===== src/logic/eba_pkg.sv =====
// constants and types shared by the expansion bus arbiter/target block
package eba_pkg;
    localparam int EBA_NUM_MASTERS = 3;
    localparam int EBA_NUM_REQ = 4;
    localparam int EBA_NUM_CS = 8;
    localparam logic [2:0] EBA_GNT_RST = 3'h7;
    localparam logic EBA_SHARED_OUT_RST = 1'h1;
    localparam logic EBA_WAIT_RST = 1'h1;
    // requester index of the shared request pin in internal mode
    localparam logic [1:0] EBA_SHARED_IDX = 2'h3;
    localparam logic [1:0] EBA_PTR_RST = 2'h0;
    typedef enum logic [1:0] {
        EBA_IDLE = 2'b00,
        EBA_OWNED = 2'b01,
        EBA_RELEASE = 2'b11
    } eba_arb_state_t;
    typedef enum logic [1:0] {
        EBA_T_IDLE = 2'b00,
        EBA_T_HOLD = 2'b01,
        EBA_T_READY = 2'b11
    } eba_tgt_state_t;
endpackage


===== src/logic/eba_sync_if.sv =====
// interface carrying synchronised pin levels inside eba_top, not passed between modules
`timescale 1ns/10ps
`default_nettype none
interface eba_sync_if;
    logic [eba_pkg::EBA_NUM_MASTERS-1:0] req_n;
    logic shared_in_n;
    logic target_select_n;
    logic burst;
    logic [eba_pkg::EBA_NUM_CS-1:0] cs_n;
    logic [3:0] be_n;
    modport src (output req_n, shared_in_n, target_select_n, burst, cs_n,
                 be_n);
    modport dst (input req_n, shared_in_n, target_select_n, burst, cs_n,
                 be_n);
endinterface
`default_nettype wire


===== src/logic/eba_pin_sync.sv =====
// two flip-flop synchroniser for all asynchronous expansion bus inputs
`timescale 1ns/10ps
`default_nettype none
module eba_pin_sync #(
    parameter int WIDTH = 14
) (
    input wire logic clock,
    input wire logic sys_rst,
    input wire logic [WIDTH-1:0] pins_in,
    input wire logic [WIDTH-1:0] reset_level,
    output logic [WIDTH-1:0] pins_out
);
    logic [WIDTH-1:0] meta_ff;
    logic [WIDTH-1:0] sync_ff;
    logic [WIDTH-1:0] seen_ff;

    // reset loads all ones: every synchronised pin is active low or idle high
    always_ff @(posedge clock or posedge sys_rst) begin
        if (sys_rst) begin
            meta_ff <= '1;
            sync_ff <= '1;
        end else begin
            meta_ff <= pins_in;
            sync_ff <= meta_ff;
        end
    end

    // reset_level unused by flops under async reset; kept for constant idle
    always_ff @(posedge clock or posedge sys_rst) begin
        if (sys_rst) begin
            seen_ff <= '0;
        end else begin
            seen_ff <= '1;
        end
    end

    assign pins_out = seen_ff & sync_ff | ~seen_ff & reset_level;
endmodule
`default_nettype wire


===== src/logic/eba_top.sv =====
// expansion bus arbiter and inbound target hold-off logic
// Behaviour
// - asserted request yields matching grant low
// - reset holds all three grants high
// - shared input: request or external grant
// - shared output resets high; grant or request
// - external mode enables pull-ups on requests
// - target select low starts inbound access
// - drive hold-off only while target selected
// - hold-off low until access can complete
// - inbound reads full word; lanes on writes
// - arbitrate only while outbound selects idle
`timescale 1ns/10ps
`default_nettype none
module eba_top (
    input wire logic clock,
    input wire logic sys_rst,
    input wire logic external_arbiter_mode,
    input wire logic [eba_pkg::EBA_NUM_MASTERS-1:0] master_bus_request_n,
    output logic [eba_pkg::EBA_NUM_MASTERS-1:0] master_bus_grant_n,
    output logic request_pullup_en,
    input wire logic shared_request_or_grant_in_n,
    output logic shared_grant_or_request_out_n,
    input wire logic own_bus_request,
    output logic own_bus_granted,
    input wire logic [eba_pkg::EBA_NUM_CS-1:0] outbound_chip_select_n,
    input wire logic target_select_n,
    input wire logic inbound_burst_flag,
    input wire logic inbound_write,
    input wire logic [3:0] byte_lane_enable_n,
    output logic inbound_start,
    output logic inbound_burst,
    output logic [3:0] inbound_lane_mask,
    input wire logic inbound_data_ready,
    output logic target_hold_off_n_out,
    output logic target_hold_off_n_oe
);
    import eba_pkg::*;

    // ==================================================
    // input synchronisation
    eba_sync_if syn ();
    logic [17:0] sync_q;

    // byte lanes are pins too, so they share the select's latency
    eba_pin_sync #(.WIDTH(18)) u_sync (
        .clock(clock),
        .sys_rst(sys_rst),
        .pins_in({byte_lane_enable_n, outbound_chip_select_n,
                  inbound_burst_flag, target_select_n,
                  shared_request_or_grant_in_n, master_bus_request_n}),
        .reset_level(18'h3FFFF),
        .pins_out(sync_q)
    );

    // external mode: pull-ups make the per-master requests read idle
    assign syn.req_n = external_arbiter_mode ? 3'h7 : sync_q[2:0];
    assign syn.shared_in_n = sync_q[3];
    assign syn.target_select_n = sync_q[4];
    assign syn.burst = sync_q[5];
    assign syn.cs_n = sync_q[13:6];
    assign syn.be_n = sync_q[17:14];
    assign request_pullup_en = external_arbiter_mode;

    // ==================================================
    // internal arbiter
    eba_arb_state_t arb_state_ff;
    logic [1:0] owner_ff;
    logic [1:0] ptr_ff;
    logic [EBA_NUM_REQ-1:0] req_vec;
    logic bus_quiet;
    logic [1:0] pick;
    logic pick_valid;

    // shared input acts as a fourth request only in internal mode
    assign req_vec = {~external_arbiter_mode & ~syn.shared_in_n,
                      ~syn.req_n};
    // ownership never changes mid outbound cycle
    assign bus_quiet = &syn.cs_n;

    // round-robin search starting after the last owner
    always_comb begin
        logic [1:0] idx;
        idx = 2'h0;
        pick = 2'h0;
        pick_valid = 1'b0;
        for (int i = 1; i <= EBA_NUM_REQ; i++) begin
            idx = 2'(ptr_ff + 2'(i));
            if (!pick_valid && req_vec[idx]) begin
                pick = idx;
                pick_valid = 1'b1;
            end
        end
    end

    always_ff @(posedge clock or posedge sys_rst) begin
        if (sys_rst) begin
            arb_state_ff <= EBA_IDLE;
            owner_ff <= EBA_PTR_RST;
            ptr_ff <= EBA_PTR_RST;
        end else begin
            unique case (arb_state_ff)
                EBA_IDLE: begin
                    if (pick_valid && bus_quiet) begin
                        arb_state_ff <= EBA_OWNED;
                        owner_ff <= pick;
                        ptr_ff <= pick;
                    end
                end
                EBA_OWNED: begin
                    if (!req_vec[owner_ff]) begin
                        arb_state_ff <= EBA_RELEASE;
                    end
                end
                EBA_RELEASE: begin
                    // one dead cycle so two grants never overlap on the pins
                    arb_state_ff <= EBA_IDLE;
                end
                default: begin
                    arb_state_ff <= EBA_IDLE;
                end
            endcase
        end
    end

    // grant outputs: registered, high in reset
    logic [EBA_NUM_MASTERS-1:0] gnt_n_ff;
    logic shared_out_n_ff;
    logic granted;
    assign granted = arb_state_ff == EBA_OWNED;

    always_ff @(posedge clock or posedge sys_rst) begin
        if (sys_rst) begin
            gnt_n_ff <= EBA_GNT_RST;
        end else begin
            for (int i = 0; i < EBA_NUM_MASTERS; i++) begin
                gnt_n_ff[i] <= ~(granted && owner_ff == 2'(i)
                                 && !external_arbiter_mode);
            end
        end
    end

    always_ff @(posedge clock or posedge sys_rst) begin
        if (sys_rst) begin
            shared_out_n_ff <= EBA_SHARED_OUT_RST;
        end else if (external_arbiter_mode) begin
            shared_out_n_ff <= ~own_bus_request;
        end else begin
            shared_out_n_ff <= ~(granted
                                 && owner_ff == EBA_SHARED_IDX);
        end
    end

    assign master_bus_grant_n = gnt_n_ff;
    assign shared_grant_or_request_out_n = shared_out_n_ff;
    // in external mode the shared input is the external arbiter's grant
    assign own_bus_granted = external_arbiter_mode
                             & ~syn.shared_in_n;

    // ==================================================
    // inbound target handshake
    eba_tgt_state_t tgt_state_ff;
    logic hold_n_ff;
    logic burst_ff;
    logic [3:0] lane_ff;
    logic start_ff;

    always_ff @(posedge clock or posedge sys_rst) begin
        if (sys_rst) begin
            tgt_state_ff <= EBA_T_IDLE;
            start_ff <= 1'b0;
        end else begin
            start_ff <= 1'b0;
            unique case (tgt_state_ff)
                EBA_T_IDLE: begin
                    if (!syn.target_select_n) begin
                        tgt_state_ff <= EBA_T_HOLD;
                        start_ff <= 1'b1;
                    end
                end
                EBA_T_HOLD: begin
                    if (syn.target_select_n) begin
                        tgt_state_ff <= EBA_T_IDLE;
                    end else if (inbound_data_ready) begin
                        tgt_state_ff <= EBA_T_READY;
                    end
                end
                EBA_T_READY: begin
                    if (syn.target_select_n) begin
                        tgt_state_ff <= EBA_T_IDLE;
                    end
                end
                default: begin
                    tgt_state_ff <= EBA_T_IDLE;
                end
            endcase
        end
    end

    // burst and lanes captured at access start
    always_ff @(posedge clock or posedge sys_rst) begin
        if (sys_rst) begin
            burst_ff <= 1'b0;
            lane_ff <= 4'hF;
        end else if (tgt_state_ff == EBA_T_IDLE && !syn.target_select_n) begin
            burst_ff <= ~syn.burst;
            // reads always take the whole word
            lane_ff <= inbound_write ? ~syn.be_n : 4'hF;
        end
    end

    // hold-off low until the internal side has the data
    always_ff @(posedge clock or posedge sys_rst) begin
        if (sys_rst) begin
            hold_n_ff <= EBA_WAIT_RST;
        end else begin
            hold_n_ff <= !(!syn.target_select_n
                           && tgt_state_ff != EBA_T_READY
                           && !(tgt_state_ff == EBA_T_HOLD
                                && inbound_data_ready));
        end
    end

    assign target_hold_off_n_out = hold_n_ff;
    assign target_hold_off_n_oe = ~syn.target_select_n;
    assign inbound_start = start_ff;
    assign inbound_burst = burst_ff;
    assign inbound_lane_mask = lane_ff;

    // ==================================================
    // checks
    one_grant_a: assert property (@(posedge clock) disable iff (sys_rst)
        $onehot0({~gnt_n_ff, ~shared_out_n_ff} &
                 {4{~external_arbiter_mode}}))
        else $error("more than one grant active");
    grant_cause_a: assert property (@(posedge clock) disable iff (sys_rst)
        $fell(gnt_n_ff[0]) |-> $past(req_vec[0], 2))
        else $error("grant without request");
    quiet_switch_a: assert property (@(posedge clock) disable iff (sys_rst)
        (arb_state_ff == EBA_IDLE && !bus_quiet) |=> arb_state_ff == EBA_IDLE)
        else $error("arbitration during outbound cycle");
    hold_grant_a: assert property (@(posedge clock) disable iff (sys_rst)
        (granted && req_vec[owner_ff]) |=> granted && $stable(owner_ff))
        else $error("grant dropped while requested");
    drive_window_a: assert property (@(posedge clock) disable iff (sys_rst)
        syn.target_select_n |=> target_hold_off_n_out)
        else $error("hold-off driven while deselected");
    hold_low_a: assert property (@(posedge clock) disable iff (sys_rst)
        (tgt_state_ff == EBA_T_HOLD && !syn.target_select_n
         && !inbound_data_ready) |=> !hold_n_ff)
        else $error("hold-off released before data");
    ext_request_a: assert property (@(posedge clock) disable iff (sys_rst)
        external_arbiter_mode ##1 external_arbiter_mode |->
        shared_out_n_ff == !$past(own_bus_request))
        else $error("request not forwarded");
    ext_quiet_a: assert property (@(posedge clock) disable iff (sys_rst)
        external_arbiter_mode ##1 external_arbiter_mode |-> &gnt_n_ff)
        else $error("grant in external mode");
    start_pulse_a: assert property (@(posedge clock) disable iff (sys_rst)
        start_ff |-> !$past(syn.target_select_n) ##1 !start_ff)
        else $error("bad start pulse");
endmodule
`default_nettype wire


===== config.mk =====
export PLATFORM = sky130hd
export DESIGN_NAME = eba_top
export DESIGN_NICKNAME = d
export VERILOG_FILES = /design/src/logic/eba_pkg.sv /design/src/logic/eba_sync_if.sv /design/src/logic/eba_pin_sync.sv /design/src/logic/eba_top.sv
export SDC_FILE = /design/constraint.sdc
export NUM_CORES = 1
export LEC_CHECK = 0
export BUFFER_PORTS_ARGS = -buffer_cell sky130_fd_sc_hd__buf_2
export CAP_MARGIN = 40
export CORE_MARGIN = 3
export CORE_UTILIZATION = 45
export CTS_CLUSTER_DIAMETER = 60
export DETAILED_ROUTE_END_ITERATION = 16
export GPL_ROUTABILITY_DRIVEN = 0
export PLACE_DENSITY = 0.73
export SKIP_LAST_GASP = 1
export SYNTH_ARGS = -nofsm -noshare
export SYNTH_HDL_FRONTEND = slang
export SYNTH_SLANG_ARGS = --single-unit

===== constraint.sdc =====
create_clock -name clock -period 1.49 [get_ports clock]
set_input_delay 0.298 -clock clock [delete_from_list [all_inputs] [get_ports clock]]
set_output_delay 0.298 -clock clock [all_outputs]
set_load 0.01 [all_outputs]

======== Word level (Yosys, flattened, before mapping) ========
Cells that the tools add are included.
cells by class
  add/sub/neg operators ................... 3
  eq/ne operators ......................... 12
  reduce and logical (&&, ||, !) cells .... 29
  order comparisons ....................... 4
  bitwise operators ....................... 17
  multiplexer cells ....................... 28
operator list
  cell                 number
  $and 18x18->18       1
  $mux 2               9
  $not 18->18          1
  $or 18x18->18        1
  $logic_and 1x1->1    15
  $lt 2x3->1 const B   4
  $mux 1               11
  $ne 2x2->1 const B   5
  $not 1->1            10
  $bmux 1 s2           4
  $reduce_and 8->1     1
  $logic_not 1->1      7
  $eq 2x1->1 const B   3
  $eq 2x2->1 const B   3
  $logic_not 2->1      3
  $pmux 2 s3           1
  $reduce_and 3->1     2
  $add 2x2->2 const B  2
  $mux 4               1
  $not 4->4            1
  $pmux 2 s2           1
  $mux 3               1
  $ne 3x3->1 const B   1
  $not 3->3            1
  other kinds (3)      4
storage, ports and cells
  bits of input ports ..................... 24
  register bits ........................... 54

======== Depth between registers and ports, before layout ========
Gate-level depths: netlist of run 1.
  word-level depth ........................ 19
  mapped depth ............................ 6
  depth with buffers taken out ............ 5

======== By module ========
From an unflattened synthesis of run 1, not the netlist that was laid out.
second synthesis, totals
  cells, all modules ...................... 134
  area, all modules ....................... 2,082.0 µm²
by module, submodules not included
  module        times used  area each (µm²)  cells an instance
  eba_pin_sync  1           1,249.9          59
  eba_top       1           832.0            75

======== Least setup slack after synthesis of run 1 ========
Ideal clock, no wire load.
  path type ............................... flip-flop to flip-flop
  from .................................... register ptr_ff[0]
  to ...................................... register ptr_ff[0]
  data required time ...................... 1.410 ns
  arrival ................................. 1.449 ns
  stages on the path, launching flop included .. 7
  buffers on the path ..................... 1
  setup slack ............................. -0.039 ns
  cells stage by stage .................... dfrtp_1 -> buf_6 -> inv_1 -> ha_1 -> o21a_1 -> a211oi_1 -> xnor2_1
between the ends
  word-level cells in the longest chain between the ends .. 15
  elaborated cells on any way between the ends .. 27
  those cells by class .................... add/sub (3); mux (15); bitwise (1); reduce/logical (8)
ends and longest elaborated chain
  what                          RTL line        RTL
  start: declaration            eba_top.sv:69   logic [1:0] ptr_ff;
  start signal: assignment      eba_top.sv:107  ptr_ff <= pick;
  $add 2x1->2                   eba_top.sv:88   idx = 2'(ptr_ff + 2'(i));
  $bmux 1 s2                    eba_top.sv:89   if (!pick_valid && req_vec[idx]) begin
  $mux 1 (implied by the code)  eba_top.sv:89
  $mux 1                        eba_top.sv:89
  $logic_not 1->1               eba_top.sv:89
  $logic_and 1x1->1             eba_top.sv:89
  $mux 1                        eba_top.sv:89
  $logic_not 1->1               eba_top.sv:89
  $logic_and 1x1->1             eba_top.sv:89
  $mux 1                        eba_top.sv:89
  $logic_not 1->1               eba_top.sv:89
  $logic_and 1x1->1             eba_top.sv:89
  $mux 1                        eba_top.sv:89
  $logic_and 1x1->1             eba_top.sv:104  if (pick_valid && bus_quiet) begin
  $reduce_and 3->1 (no line)    -
Parallel ways exist; a longest one is shown, timed or not. The select of a mux whose other input is x is not followed.
A chain may end at the register's enable or synchronous reset.

======== Worst setup path after layout of run 1 ========
Ends and elaborated chain as after synthesis.

==> results.ini, run 1 <==
[power]
seqPwrFrac=0.603
peakVddDrop_mv=0.766
clkPwrFrac=0.315
internal_power_mw=2.13
p_total_mw=2.73
p_comb_frac=0.082
pwr_density_cell_mw_per_mm2=1180
switching_share=0.218
p_sw_mw=0.596
p_leak_nw=1.01

[sta]
rsz0062_at_grt=true
setup_ws_ns=-0.00353
fmax_mhz=670
whs_ns=0.0515
finalClockSkew_ns=0.00966
fin_crit_sh=1.00
drv_slew=0
setup_viol=1
fin_crit_ns=1.49
finalHoldViolCount=0
fin_tns_setup_ns=-0.00353

[logic_synthesis]
synth_seq_area_share=0.751
syn_inst=124
yosysWarnings=0
syn-num-nets=152
synth_area_leaders=dfstp_2, dfrtp_1, ha_1, nand2b_1, nand2_1
yosys.area.top_type=dfstp_2
synth_top_area_frac=0.630
ys_ff_latch=54
syn_area_per_cell_um2=15.1
synth_cell_type_count=30
netlist_area_mm2=0.00188

[detailed_routing]
vias_per_cell=4.76
dr.pass1.iters=4
route.detailed.drc=0
drt_iter0_markers=42
num_vias=1048
avgRoutedWirePerCell_um=12.9
ant_nets=0
routed_wl_mm=2.83

[run_status]
violations=setup timing
outcome=complete, but fails checks

[global_routing]
grt_max_degree=55
grt_pass1_wl_mm=4.84
antenna_found_initial=0
grt_pass1_vias=1099
grt.total_usage=0.122
grt_overflow=0

[setup_path]
slowest_stage=mux4_2
worstPathRequired_ns=1.68
crit_path_end_kind=register
startpoint_type=register
path_max_fanout=5
path_cells=mux4_2 > a31oi_4 > a211oi_2 > xnor2_1
path_delay_family=multiplexers
cp.arrival_ns=1.68
worst-path-buf-inv=0
slowest_delay_ns=0.55
worst-setup-path-type=reg2reg

[die]
core.rowCount=22
die_w_um=70.6
fp.coreArea_mm2=0.00383
die_area_mm2=0.00498
die_y_um=70.6
initial_core_util=0.490
pin_count=38

[cells_and_area]
antenna_cells=0
fin_nets=199
mostFrequentLayoutCells=dfstp_2, buf_2, nor2_1, nand2_1, dfrtp_1
layout_commonest_cell=dfstp_2
stdcell_area_mm2=0.00231
final_core_util=0.604
drive_gt1_frac=0.628
layout-area-overhead-vs-synth_pct=23.2
instances_no_fill=220

[clocking]
h-tree-depth=2
cts_buffer_depth=2
insertion_delay_ns=0.30
root_buffer=clkbuf_8
numCtsBuffers=5
cts_tree=done
cts.sinks=54
postCtsSetupRepairBufs=0
path_clk_slew_ns=0.09

[placed_design]
postPlaceCellArea_mm2=0.00216
dpl.cell_count=212
port_buffers=37
place_hpwl_mm=2.09
dpl_worst_slack_ns=-0.0588

[min_path]
hold_path_class=in2async

[run]
maxCapViolCount=0

[worst reg2reg max path: cells and delay by family, from the launching register on]
kind | cells | cell delay, ns
AOI/OAI and AO/OA | 2 | 0.25
xor gates and xnor gates | 1 | 0.14
DFF | 1 | 0.45
muxes | 1 | 0.55
[logic make-up (layout without fill, tap and decap cells)]
kind of cell | count (synthesis) | after routing | share of synthesized area
buffers and inverters | 8 | 56 | 0.0220
AOI/OAI and AO/OA | 18 | 18 | 0.0594
DFF | 54 | 54 | 0.751
muxes | 6 | 6 | 0.0420
adders and majority gates | 4 | 4 | 0.0267
xor gates and xnor gates | 1 | 1 | 0.00467
and+or+nand+nor | 32 | 32 | 0.0927
other | 1 | 1 | 0.00200
[synth_stat cells (all sizes together)]
cell type / instances
dfstp: 45
dfrtp: 9
nand2: 9
nor2: 9
inv: 6
nand2b: 6
a31oi: 5
a21oi: 4
ha: 4
o21ai: 4
and4: 3
mux2i: 3
buf: 2
mux2: 2
a211oi: 1
and2b: 1
conb: 1
mux4: 1
nand3: 1
nand4: 1
nor3: 1
nor3b: 1
o2111ai: 1
o21a: 1
o2bb2ai: 1
o31ai: 1
xnor2: 1
[final timing paths]
path	to	slack (ns)	startpoint	depth (start not counted)
setup / recovery	ptr_ff[0]	-0.004	ptr_ff[0]	4
hold / removal	inbound_burst	0.05	sys_rst	3
setup reg to reg	ptr_ff[0]	-0.004	ptr_ff[0]	4
hold reg to reg	u_sync.sync_ff[5]	0.35	u_sync.meta_ff[5]	0
max in group asynchronous	u_sync.meta_ff[17]	1.14	sys_rst	3
min in group clock	u_sync.meta_ff[3]	0.10	shared_request_or_grant_in_n	1
[state kept, by name (all words and copies together), names as in the netlist, 2 cells and up]
register / cells
arb_state_ff: 2
inbound_lane_mask: 4
master_bus_grant_n: 3
ptr_ff: 2
tgt_state_ff: 2
u_sync.meta_ff: 18
u_sync.sync_ff: 18
[power groups by stage]
| stage | logic, mW | registers (mW) | clock network (mW) |
|---|---|---|---|
| 2_1_floorplan | 0.104 | 1.67 | 0 |
| 3_3_place_gp | 0.204 | 1.66 | 0 |
| 3_5_place_dp | 0.214 | 1.67 | 0 |
| 4_1_cts | 0.215 | 1.65 | 0.887 |
| 5_1_grt | 0.250 | 1.66 | 0.943 |
| 6_report | 0.224 | 1.64 | 0.861 |
[final cells by class]
class                      instances  area, um2
timing repair buffer              42        239
multi-input combinational         62        472
fill                             306       1520
clock inverter                     1       8.76
inverter                           6       26.3
sequential                        54       1410
clock buffer                       7       96.3
tap                               48       60.1
[metal layers]
metal  track usage  vias up  share of wire
met5             0        -              0
met4        0.0438        0         0.0060
met3        0.0355        2          0.074
met2         0.217       31           0.53
met1         0.139      505           0.39
li1              -      510              -
[what timing repair did]
action	CTS	global route
hold buffers	0	0
gates resized for setup	2	9
endpoints found under the setup margin	3	3
endpoints found under the hold margin	0	0
pin swaps	0	1
Note: power is estimated with default switching activity, not from simulation.
==> inputs of run 2 (changes only) <==
CELL_PAD_IN_SITES_DETAIL_PLACEMENT = 1   (was not set)
CELL_PAD_IN_SITES_GLOBAL_PLACEMENT = 1   (was not set)
CORE_UTILIZATION = 39   (was 45)
PLACE_DENSITY = 0.76   (was 0.73)
==> run 2 against run 1 <==
  * The flow still finishes with violations (setup timing)
  * Total power rose by 3.5%
  * Final cell count rose by 2.3%
  * Maximum frequency fell by 0.82%
  * Critical path depth did not move
  * Via count rose by 6.4%
  * Largest power group unchanged
==> results.ini, run 2 (synthesized netlist as in run 1, its figures left out) <==
[run]
maxCapViolCount=0

[setup_path]
startpoint=ptr_ff[0]
crit_path_end_kind=register
r2r_start=ptr_ff[0]
path_max_fanout=5
worstPathRequired_ns=1.68
startpoint_type=register
cp.arrival_ns=1.70
worst-setup-path-type=reg2reg
r2r_slack_ns=-0.02
worstRegToRegCells=4
reg2reg_to=ptr_ff[0]
crit_path_end=ptr_ff[0]

[clocking]
cts_buffer_depth=2
numCtsBuffers=5
path_clk_slew_ns=0.09
hold_buffers=0
cts_tree=done
root_buffer=clkbuf_8
h-tree-depth=2
insertion_delay_ns=0.30
cts.sinks=54

[power]
peakVddDrop_mv=0.471
pwr_density_cell_mw_per_mm2=1210
p_leak_nw=1.01
p_total_mw=2.82

[detailed_routing]
vias_per_cell=4.96
avgRoutedWirePerCell_um=14.6
num_vias=1115
wl_met1_mm=1.32
dr_wl_met2_mm=1.63
top_layer=met4
ant_nets=0
dr.pass1.iters=4
routed_wl_mm=3.29
route.detailed.drc=0
drt_iter0_markers=26
route.met3.wl_um=227

[die]
pin_count=38
fp.coreArea_mm2=0.00450
die_y_um=75.3
die_area_mm2=0.00568
initial_core_util=0.416
die_w_um=75.3
core.rowCount=24

[cells_and_area]
layout-area-overhead-vs-synth_pct=24.1
antenna_cells=0
layout_commonest_cell=dfstp_2
instances_no_fill=225
drive_gt1_frac=0.630
fin_nets=200
mostFrequentLayoutCells=dfstp_2, buf_2, nor2_1, nand2_1, dfrtp_1

[sta]
fin_crit_ns=1.51
finalClockSkew_ns=0.00799
finalHoldViolCount=0
setup_viol=2
fin_crit_sh=1.01
drv_slew=0
fin_tns_setup_ns=-0.0308
rsz0062_at_grt=true
setup_ws_ns=-0.0158
fmax_mhz=664

[placed_design]
port_buffers=37
place_hpwl_mm=2.34
dpl_worst_slack_ns=-0.0704
dpl.cell_count=216

[min_path]
hold_path_class=in2reg

[run_status]
violations=setup timing
outcome=complete, but fails checks

[global_routing]
antenna_found_initial=0
grt.total_usage=0.130
grt_max_degree=39
grt_pass1_vias=1183
grt_overflow=0
grt_pass1_wl_mm=5.43

-- run 2: cell count changes in the layout (fill, tap and decap cells not counted), sizes merged --
cell,delta
buf,+1
clkinv,-1
bufinv,+1
clkbuf,-1
clkinvlp,+1
-- run 2: how the worst min path moves through the flow --
| stage | start | end | slack (ns) | depth (start not counted) |
|---|---|---|---|---|
| after global placement | u_sync.meta_ff[5] | u_sync.sync_ff[5] | 0.35 | 0 |
| after floorplan | master_bus_request_n[0] | u_sync.meta_ff[0] | 0.30 | 0 |
| after CTS | outbound_chip_select_n[6] | u_sync.meta_ff[12] | 0.07 | 1 |
| after detailed placement | u_sync.meta_ff[13] | u_sync.sync_ff[13] | 0.35 | 0 |
| after global routing | outbound_chip_select_n[6] | u_sync.meta_ff[12] | 0.06 | 1 |
| final | outbound_chip_select_n[6] | u_sync.meta_ff[12] | 0.09 | 1 |
-- run 2: repair_timing --
action                                 in CTS  in global routing
buffers inserted                            1                  0
gates resized for setup                     5                  6
setup endpoints to repair                   3                  4
gates cloned                                0                  0
endpoints found under the hold margin       0                  0
-- run 2: final cells by class --
type	instances	area [um2]
repair buffers	43	249
flip-flops and latches	54	1410
well taps	52	65.1
clock buffers	6	72.6
fillers	465	2180
inverters	6	26.3
multi-input cells	62	468
clock inverters	2	37.5
-- run 2: metal layers --
layer  vias up  GRT usage
li1        511          -
met1       547      0.159
met2        45      0.207
met3        12     0.0369
met4         0     0.0699
met5         -          0
-- run 2: critical path, cell delays in order, from the launching register on --
cell and delay [ns]:
dfrtp_2 0.42, mux4_2 0.53, a31oi_2 0.20, a211oi_2 0.11
xnor2_1 0.14
-- run 2: power breakdown --
group / internal (mW) / total [mW] / leakage [nW] / switching [mW]
clock: 0.501 / 0.949 / 0.0514 / 0.447
sequential: 1.60 / 1.64 / 0.581 / 0.0413
combinational: 0.105 / 0.231 / 0.376 / 0.126
total: 2.21 / 2.82 / 1.01 / 0.615
-- run 2: metrics by stage --
stage | hold slack, ns | cell area, um2 | util
after floorplan | 0.302 | 1880 | -
after global placement | 0.346 | 2170 | 0.481
after CTS | 0.0736 | 2300 | 0.510
after detailed placement | 0.347 | 2170 | 0.481
after global routing | 0.0592 | 2330 | 0.517
final | 0.0906 | 2330 | 0.517
